`src/acmp_regs.svh`:
```
`ifndef ACMP_REGS_SVH
`define ACMP_REGS_SVH
// register byte offsets
`define ACMP_CTRL_OFS 12'h000
`define ACMP_FILT_OFS 12'h004
`define ACMP_CLKR_OFS 12'h008
// control register fields
`define ACMP_ON_BIT 0
`define ACMP_NSEL_BIT 5
`define ACMP_WIN_BIT 11
`define ACMP_POL_BIT 15
`define ACMP_DIV_LSB 22
`define ACMP_DIV_MSB 25
`define ACMP_DIVON_BIT 26
`define ACMP_SRC_BIT 27
`define ACMP_RES_BIT 30
`define ACMP_DIV_RST 4'h7
// filter register fields
`define ACMP_FEN_BIT 0
`define ACMP_FLEN_LSB 16
`define ACMP_FLEN_MSB 31
`define ACMP_FLEN_RST 16'h0000
// clock and soft reset register fields
`define ACMP_CSEL_LSB 0
`define ACMP_CSEL_MSB 1
`define ACMP_SRST_BIT 8
`define ACMP_CSEL_RST 2'h0
`endif

```
`src/acmp_pkg.sv`:
```
package acmp_pkg;
  // comparator clock source codes
  typedef enum logic [1:0] {
    ACMP_CK_BUS = 2'h0,
    ACMP_CK_LSX = 2'h1,
    ACMP_CK_LSI = 2'h2
  } acmp_ck_e;

  // analog-facing controls
  typedef struct packed {
    logic unit_on;
    logic pos_from_second;
    logic negative_input_choice;
    logic ref_source_select;
    logic ref_divider_on;
    logic [3:0] ref_divider_ratio;
    logic bandgap_on;
    logic buffered_ref_avail;
  } acmp_ana_s;

  // conditioned output routes
  typedef struct packed {
    logic event_line;
    logic timer_break;
    logic timer_ocref_clear;
    logic timer_capture;
    logic alt_pin;
  } acmp_route_s;

  typedef struct packed {
    acmp_ana_s ana;
    logic pol;
    logic flt_en;
    logic [15:0] flt_len;
    acmp_ck_e ck_sel;
    logic raw_s1;
    logic raw_s2;
    logic lsx_s1;
    logic lsx_s2;
    logic lsx_s3;
    logic lsi_s1;
    logic lsi_s2;
    logic lsi_s3;
    logic filt;
    logic [15:0] cnt;
    acmp_route_s route;
    logic result;
    logic pready;
    logic pslverr;
    logic [31:0] prdata;
  } acmp_state_s;
endpackage

```
`src/acmp_ctrl.sv`:
```
`include "acmp_regs.svh"

// Operation
// control bit 30 reads the output level after polarity
// bit 15 inverts the comparator output before all later use; inversion comes after the glitch filter, which sees the uninverted level
// bit 11 ties the first unit positive input to the second unit's
// bit 5 picks which of two pins is the negative input
// bit 0 switches the comparator on, off after reset
// bits 25:22 set reference to (n+1)/16, reset value 0111
// bit 27 picks buffered reference or supply as source
// bit 26 enables divider, and bandgap when source is buffered
// configuration registers run on the bus clock
// latch and filter sample on bus, crystal or internal low clock; only the enabled filter follows it, the output latch runs on pclk
// software picks a low-speed clock to keep working in stop
// bus reset returns all configuration fields to reset values
// software reset clears output latch and filter
// enabled filter drops pulses shorter than the filter length
// disabled filter passes its input straight through
// software sets up the filter before switching the unit on
// output drives its own event controller line
// comparator keeps running in sleep and stop, wakes the device
// software puts comparator input pins into analog mode
// output routed to timer break, ref clear, capture and a pin
// filter output changes only after samples stayed steady for count
// comparator level passes a two-stage synchroniser before use
module acmp_ctrl
  import acmp_pkg::*;
(
  // apb slave
  input wire logic pclk,
  input wire logic presetn,
  input wire logic psel,
  input wire logic penable,
  input wire logic pwrite,
  input wire logic [11:0] paddr,
  input wire logic [31:0] pwdata,
  output logic [31:0] prdata,
  output logic pready,
  output logic pslverr,
  // analog core and low-speed clocks
  input wire logic cmp_raw,
  input wire logic low_speed_crystal_clock,
  input wire logic low_speed_internal_clock,
  output acmp_ana_s ana,
  // conditioned output routes
  output acmp_route_s route
);

  acmp_state_s s_q;
  acmp_state_s s_d;

  logic setup;
  logic wr;
  logic tick;
  logic cond;
  logic soft_rst;

  always_comb begin
    s_d = s_q;
    setup = psel && !penable && !s_q.pready;
    wr = psel && penable && s_q.pready && pwrite;
    soft_rst = 1'b0;

    // zero wait state: ready comes one cycle after setup
    s_d.pready = setup;
    s_d.pslverr = 1'b0;
    if (setup) begin
      s_d.prdata = 32'h0000_0000;
      unique case (paddr)
        `ACMP_CTRL_OFS: begin
          s_d.prdata[`ACMP_ON_BIT] = s_q.ana.unit_on;
          s_d.prdata[`ACMP_NSEL_BIT] = s_q.ana.negative_input_choice;
          s_d.prdata[`ACMP_WIN_BIT] = s_q.ana.pos_from_second;
          s_d.prdata[`ACMP_POL_BIT] = s_q.pol;
          s_d.prdata[`ACMP_DIV_MSB:`ACMP_DIV_LSB] = s_q.ana.ref_divider_ratio;
          s_d.prdata[`ACMP_DIVON_BIT] = s_q.ana.ref_divider_on;
          s_d.prdata[`ACMP_SRC_BIT] = s_q.ana.ref_source_select;
          s_d.prdata[`ACMP_RES_BIT] = s_q.result;
        end
        `ACMP_FILT_OFS: begin
          s_d.prdata[`ACMP_FEN_BIT] = s_q.flt_en;
          s_d.prdata[`ACMP_FLEN_MSB:`ACMP_FLEN_LSB] = s_q.flt_len;
        end
        `ACMP_CLKR_OFS: begin
          s_d.prdata[`ACMP_CSEL_MSB:`ACMP_CSEL_LSB] = s_q.ck_sel;
        end
        default: begin
          s_d.pslverr = 1'b1;
        end
      endcase
    end else begin
      s_d.pslverr = s_q.pslverr && !s_q.pready;
    end

    // writes land at the access edge only; registers sit on pclk
    if (wr) begin
      unique case (paddr)
        `ACMP_CTRL_OFS: begin
          s_d.ana.unit_on = pwdata[`ACMP_ON_BIT];
          s_d.ana.negative_input_choice = pwdata[`ACMP_NSEL_BIT];
          s_d.ana.pos_from_second = pwdata[`ACMP_WIN_BIT];
          s_d.pol = pwdata[`ACMP_POL_BIT];
          s_d.ana.ref_divider_ratio = pwdata[`ACMP_DIV_MSB:`ACMP_DIV_LSB];
          s_d.ana.ref_divider_on = pwdata[`ACMP_DIVON_BIT];
          s_d.ana.ref_source_select = pwdata[`ACMP_SRC_BIT];
        end
        `ACMP_FILT_OFS: begin
          // no lockout while on: retuning a live filter may glitch once
          s_d.flt_en = pwdata[`ACMP_FEN_BIT];
          s_d.flt_len = pwdata[`ACMP_FLEN_MSB:`ACMP_FLEN_LSB];
        end
        `ACMP_CLKR_OFS: begin
          s_d.ck_sel = acmp_ck_e'(pwdata[`ACMP_CSEL_MSB:`ACMP_CSEL_LSB]);
          soft_rst = pwdata[`ACMP_SRST_BIT];
        end
        default: begin
        end
      endcase
    end

    // bandgap follows the divider only on the buffered source
    s_d.ana.bandgap_on = s_d.ana.ref_divider_on && !s_d.ana.ref_source_select;
    // supply as source leaves the buffered reference unavailable
    s_d.ana.buffered_ref_avail = !s_d.ana.ref_source_select;

    // raw level is asynchronous, two flops before anyone looks
    s_d.raw_s1 = cmp_raw;
    s_d.raw_s2 = s_q.raw_s1;
    s_d.lsx_s1 = low_speed_crystal_clock;
    s_d.lsx_s2 = s_q.lsx_s1;
    s_d.lsx_s3 = s_q.lsx_s2;
    s_d.lsi_s1 = low_speed_internal_clock;
    s_d.lsi_s2 = s_q.lsi_s1;
    s_d.lsi_s3 = s_q.lsi_s2;

    // sample tick from the chosen comparator clock
    unique case (s_q.ck_sel)
      ACMP_CK_BUS: tick = 1'b1;
      ACMP_CK_LSX: tick = s_q.lsx_s2 && !s_q.lsx_s3;
      ACMP_CK_LSI: tick = s_q.lsi_s2 && !s_q.lsi_s3;
      default: tick = 1'b0;
    endcase

    // glitch filter
    if (!s_q.flt_en) begin
      s_d.filt = s_q.raw_s2;
      s_d.cnt = 16'h0000;
    end else if (tick) begin
      if (s_q.raw_s2 == s_q.filt) begin
        s_d.cnt = 16'h0000;
      end else if (s_q.cnt + 16'h0001 >= s_q.flt_len) begin
        // changes only after flt_len steady differing samples
        s_d.filt = s_q.raw_s2;
        s_d.cnt = 16'h0000;
      end else begin
        s_d.cnt = s_q.cnt + 16'h0001;
      end
    end

    // an off unit shows low so stale levels do not wake anything
    cond = s_q.ana.unit_on && (s_q.filt ^ s_q.pol);
    s_d.result = cond;
    s_d.route.event_line = cond;
    s_d.route.timer_break = cond;
    s_d.route.timer_ocref_clear = cond;
    s_d.route.timer_capture = cond;
    s_d.route.alt_pin = cond;

    // software reset clears only the output path
    if (soft_rst) begin
      s_d.raw_s1 = 1'b0;
      s_d.raw_s2 = 1'b0;
      s_d.filt = 1'b0;
      s_d.cnt = 16'h0000;
      s_d.result = 1'b0;
      s_d.route = '0;
    end
  end

  always_ff @(posedge pclk or negedge presetn) begin
    if (!presetn) begin
      s_q <= '0;
      s_q.ana.ref_divider_ratio <= `ACMP_DIV_RST;
      s_q.ana.buffered_ref_avail <= 1'b1;
      s_q.flt_len <= `ACMP_FLEN_RST;
      s_q.ck_sel <= ACMP_CK_BUS;
    end else begin
      s_q <= s_d;
    end
  end

  assign prdata = s_q.prdata;
  assign pready = s_q.pready;
  assign pslverr = s_q.pslverr;
  assign ana = s_q.ana;
  assign route = s_q.route;

endmodule

```
`config.mk`:
```
export PLATFORM = sky130hd
export DESIGN_NAME = acmp_ctrl
export DESIGN_NICKNAME = d
export VERILOG_FILES = /design/src/acmp_pkg.sv /design/src/acmp_ctrl.sv
export VERILOG_INCLUDE_DIRS = /design/src
export SDC_FILE = /design/constraint.sdc
export NUM_CORES = 1
export LEC_CHECK = 0
export ABC_AREA = 1
export BUFFER_PORTS_ARGS = -buffer_cell sky130_fd_sc_hd__buf_2
export CAP_MARGIN = 10
export CORE_UTILIZATION = 25
export CTS_CLUSTER_SIZE = 20
export DETAILED_ROUTE_END_ITERATION = 6
export REMOVE_ABC_BUFFERS = 1
export SKIP_CTS_REPAIR_TIMING = 1
export SLEW_MARGIN = 20
export SYNTH_ARGS = -nofsm -noshare
export SYNTH_HDL_FRONTEND = slang
export SYNTH_SLANG_ARGS = --single-unit
```
`constraint.sdc`:
```
create_clock -name pclk -period 2.3 [get_ports pclk]
set_input_delay 0 -clock pclk [delete_from_list [all_inputs] [get_ports pclk]]
set_output_delay 0 -clock pclk [all_outputs]
set_load 0.005 [all_outputs]
```
==> impl_metrics.tcl <==
set metrics [dict create \
    worstSetupPathType "register to register" \
    clock_tree_root_buffer_cell "sky130_fd_sc_hd__clkbuf_16" \
    nNetsFinal 718 \
    remaining_drc_errors 0 \
    initial_utilization_pct 25.7 \
    critical_path_arrival_ns 2.70 \
    maximum_number_of_pins_on_one_net_before_global_route_repair 81 \
    std_cell_rows 48 \
    grt-ovfl-total 0 \
    dieWidth_um 135 \
    routedWlPerCell_um 12.5 \
    end_kind "register" \
    core_region_area_sq_um 17300 \
    fin_total_pwr_mw 3.16 \
    htree_levels 3 \
    violated_checks "setup timing" \
    outcome "finished with violations" \
    die_h_um 135 \
    synth_top_cell_by_area "sky130_fd_sc_hd__dfrtp_1" \
    synth_sequential_area_ratio_pct 45.2 \
    gp_congestion 0.853 \
    initialDrtViolationCount 174 \
    async_reset_ff_share_pct 100 \
    synth_enable_flop_cells 0 \
    antenna_cells_inserted 0 \
    clock_latency_at_the_later_pin_of_the_worst_skew_pair_ns 0.35 \
    via_count_of_the_first_global_routing_pass 3500 \
    clk_path_buf_depth 2 \
    yosys_warnings 0 \
    ys_seq_elements 80 \
    antenna_found_initial 0 \
    synth_largest_type_area_fraction_pct 42.9 \
    power.leakage_nw 3.05 \
    global_route_wire_length_before_repair_mm 17.5 \
    detail-route-antenna-nets 0 \
    mostFrequentLayoutCells "sky130_fd_sc_hd__nand2_1 (107), sky130_fd_sc_hd__buf_2 (79), sky130_fd_sc_hd__dfrtp_1 (76), sky130_fd_sc_hd__inv_1 (69), sky130_fd_sc_hd__buf_4 (48)" \
    viasPerCell 4.19 \
    worst_setup_path_start_kind "register" \
    max-cap-violations 0 \
    crit_path_start "s_q[40]" \
    netlist_top_cells_area "sky130_fd_sc_hd__dfrtp_1 (43%), sky130_fd_sc_hd__nand2_1 (9.7%), sky130_fd_sc_hd__buf_4 (8.3%)" \
    power_density_nw_per_um2 542 \
    fin_worst_hold_slack_ns 0.0249 \
    routed-via-count 3679 \
    placement.io_buffers 80 \
    final_worst_setup_slack_ns -0.153 \
    drive_above_1_share_pct 29.5 \
    syn_avg_cell_area_sq_um 8.34 \
    drt_first_pass_iters 4 \
    timing_hold_violations_final 0 \
    setup_tns_ns -1.77 \
    place.detailed.hpwl_mm 7.58 \
    clock_sink_count 80 \
    min_period_over_period_pct 107 \
    fmaxAchievable_mhz 408 \
    post-route-min-period_ns 2.45 \
    finalWirelength_mm 11.0 \
    worst_path_clk_slew_ns 0.07 \
    netlist_area_sq_um 4440 \
    tritoncts.num_buffers 9 \
    number_of_distinct_library_cells_after_synthesis 36 \
    tritoncts "yes" \
    cp.required_ns 2.55 \
    timing.critical_path.fanout_max 7 \
    mostFrequentLayoutCell "sky130_fd_sc_hd__nand2_1" \
    synth_flop_cell "sky130_fd_sc_hd__dfrtp_1" \
    worst_slew_pin_slew_ns 0.512 \
    min-delay-path-class "input pin to register" \
    synth_cells 532 \
    worstHoldStart "psel" \
    rr_startpoint "s_q[40]" \
    slew_violations 0 \
    area_growth_from_synthesis_to_layout_pct 31.4 \
    track_usage_pct 12.4 \
    pin_count 102 \
    ir_drop_mv 0.344 \
    floorplan.die_area_sq_um 18300 \
    maxSlewHeadroom_pct 65.8 \
    rsz0062_at_grt "yes" \
    clock_skew_ns 0.00971 \
    setup_viol 17 \
]
worst max-delay path, cell delays in order, from the launching register on:
cell and delay, ns:
sky130_fd_sc_hd__dfrtp_1 0.38, sky130_fd_sc_hd__ha_2 0.20, sky130_fd_sc_hd__nand2_2 0.07, sky130_fd_sc_hd__nor2_4 0.18, sky130_fd_sc_hd__nand2_2 0.08, sky130_fd_sc_hd__buf_4 0.14
sky130_fd_sc_hd__xor2_1 0.12, sky130_fd_sc_hd__inv_1 0.07, sky130_fd_sc_hd__ha_1 0.27, sky130_fd_sc_hd__nand2_1 0.07, sky130_fd_sc_hd__nor4_2 0.29, sky130_fd_sc_hd__nand2_2 0.10
sky130_fd_sc_hd__buf_6 0.15, sky130_fd_sc_hd__nand2_2 0.06, sky130_fd_sc_hd__nand2_1 0.05, sky130_fd_sc_hd__nand2_1 0.05, sky130_fd_sc_hd__nand2_1 0.05
per-stage QoR:
| stage | setup WS (ns) | utilization [%] | instance area (sq um) | std cells |
|---|---|---|---|---|
| 3_3_place_gp | -0.136 | 29.4 | 5090 | 832 |
| 6_report | -0.153 | 33.7 | 5830 | 879 |
| 2_1_floorplan | -0.208 | - | 4040 | 480 |
| 5_1_grt | -0.335 | 33.7 | 5830 | 879 |
| 3_5_place_dp | -0.226 | 29.4 | 5090 | 832 |
| 4_1_cts | -0.241 | 31.3 | 5410 | 848 |
final cells by class:
class / count / area, sq um
Inverter: 72 / 270
Sequential cell: 80 / 2010
Fill cell: 1827 / 11500
Multi-Input combinational cell: 328 / 1870
Clock buffer: 9 / 225
Timing Repair Buffer: 158 / 1080
Clock inverter: 7 / 91.3
Tap cell: 225 / 282
path summary, 6_finish.rpt:
check                        endpoint  slack, ns  cells past startpoint
max in group asynchronous      ana[4]       1.71                      3
setup reg to reg              s_q[56]      -0.15                     16
hold reg to reg               s_d[57]       0.35                      0
hold / removal             prdata[16]       0.02                      5
min in group asynchronous  prdata[17]       0.22                      3
setup / recovery              s_q[56]      -0.15                     16
state kept, by name, indices dropped and copies added (netlist names):
signal	flops
prdata	21
s_d	4
pslverr	1
ana	11
s_q	42
pready	1
power by group:
group / total, mW / internal [mW] / switching, mW
Combinational: 0.205 / 0.0960 / 0.109
Sequential: 1.45 / 1.43 / 0.0138
Clock: 1.51 / 0.865 / 0.641
Total: 3.16 / 2.40 / 0.764
synthesized netlist by cell type, drive strengths merged, types with 2 or more instances:
cell and count:
o31ai 11, xor2 9, ha 17, nand4 22, nor3 9, o21ai 30, nor4 2, a2bb2oi 6
o21bai 2, clkbuf 8, dfstp 4, dfrtp 76, a21oi 22, inv 72, nand2 117, nor2 34
nand3 29, buf 54
cells by family (layout without fill, tap and decap cells):
group           Yosys count  after routing  synth area share (%)
other cells               1             11                0.0845
simple gates            217            217                  21.7
compound gates           73             73                  10.3
xor+xnor                  9              9                  1.78
buf+inv                 134            246                  15.9
flops                    80             80                  45.2
mux                       1              1                 0.254
fa+ha+maj                17             17                  4.79
per-layer routing:
layer / vias up / GRT usage, % / wire, um
met5: - / 0 / 0
met2: 77 / 20.0 / 4970
met1: 1688 / 16.2 / 5340
met3: 9 / 3.59 / 559
met4: 0 / 3.37 / 106
li1: 1905 / - / -
(Power assumes the default switching activity.)
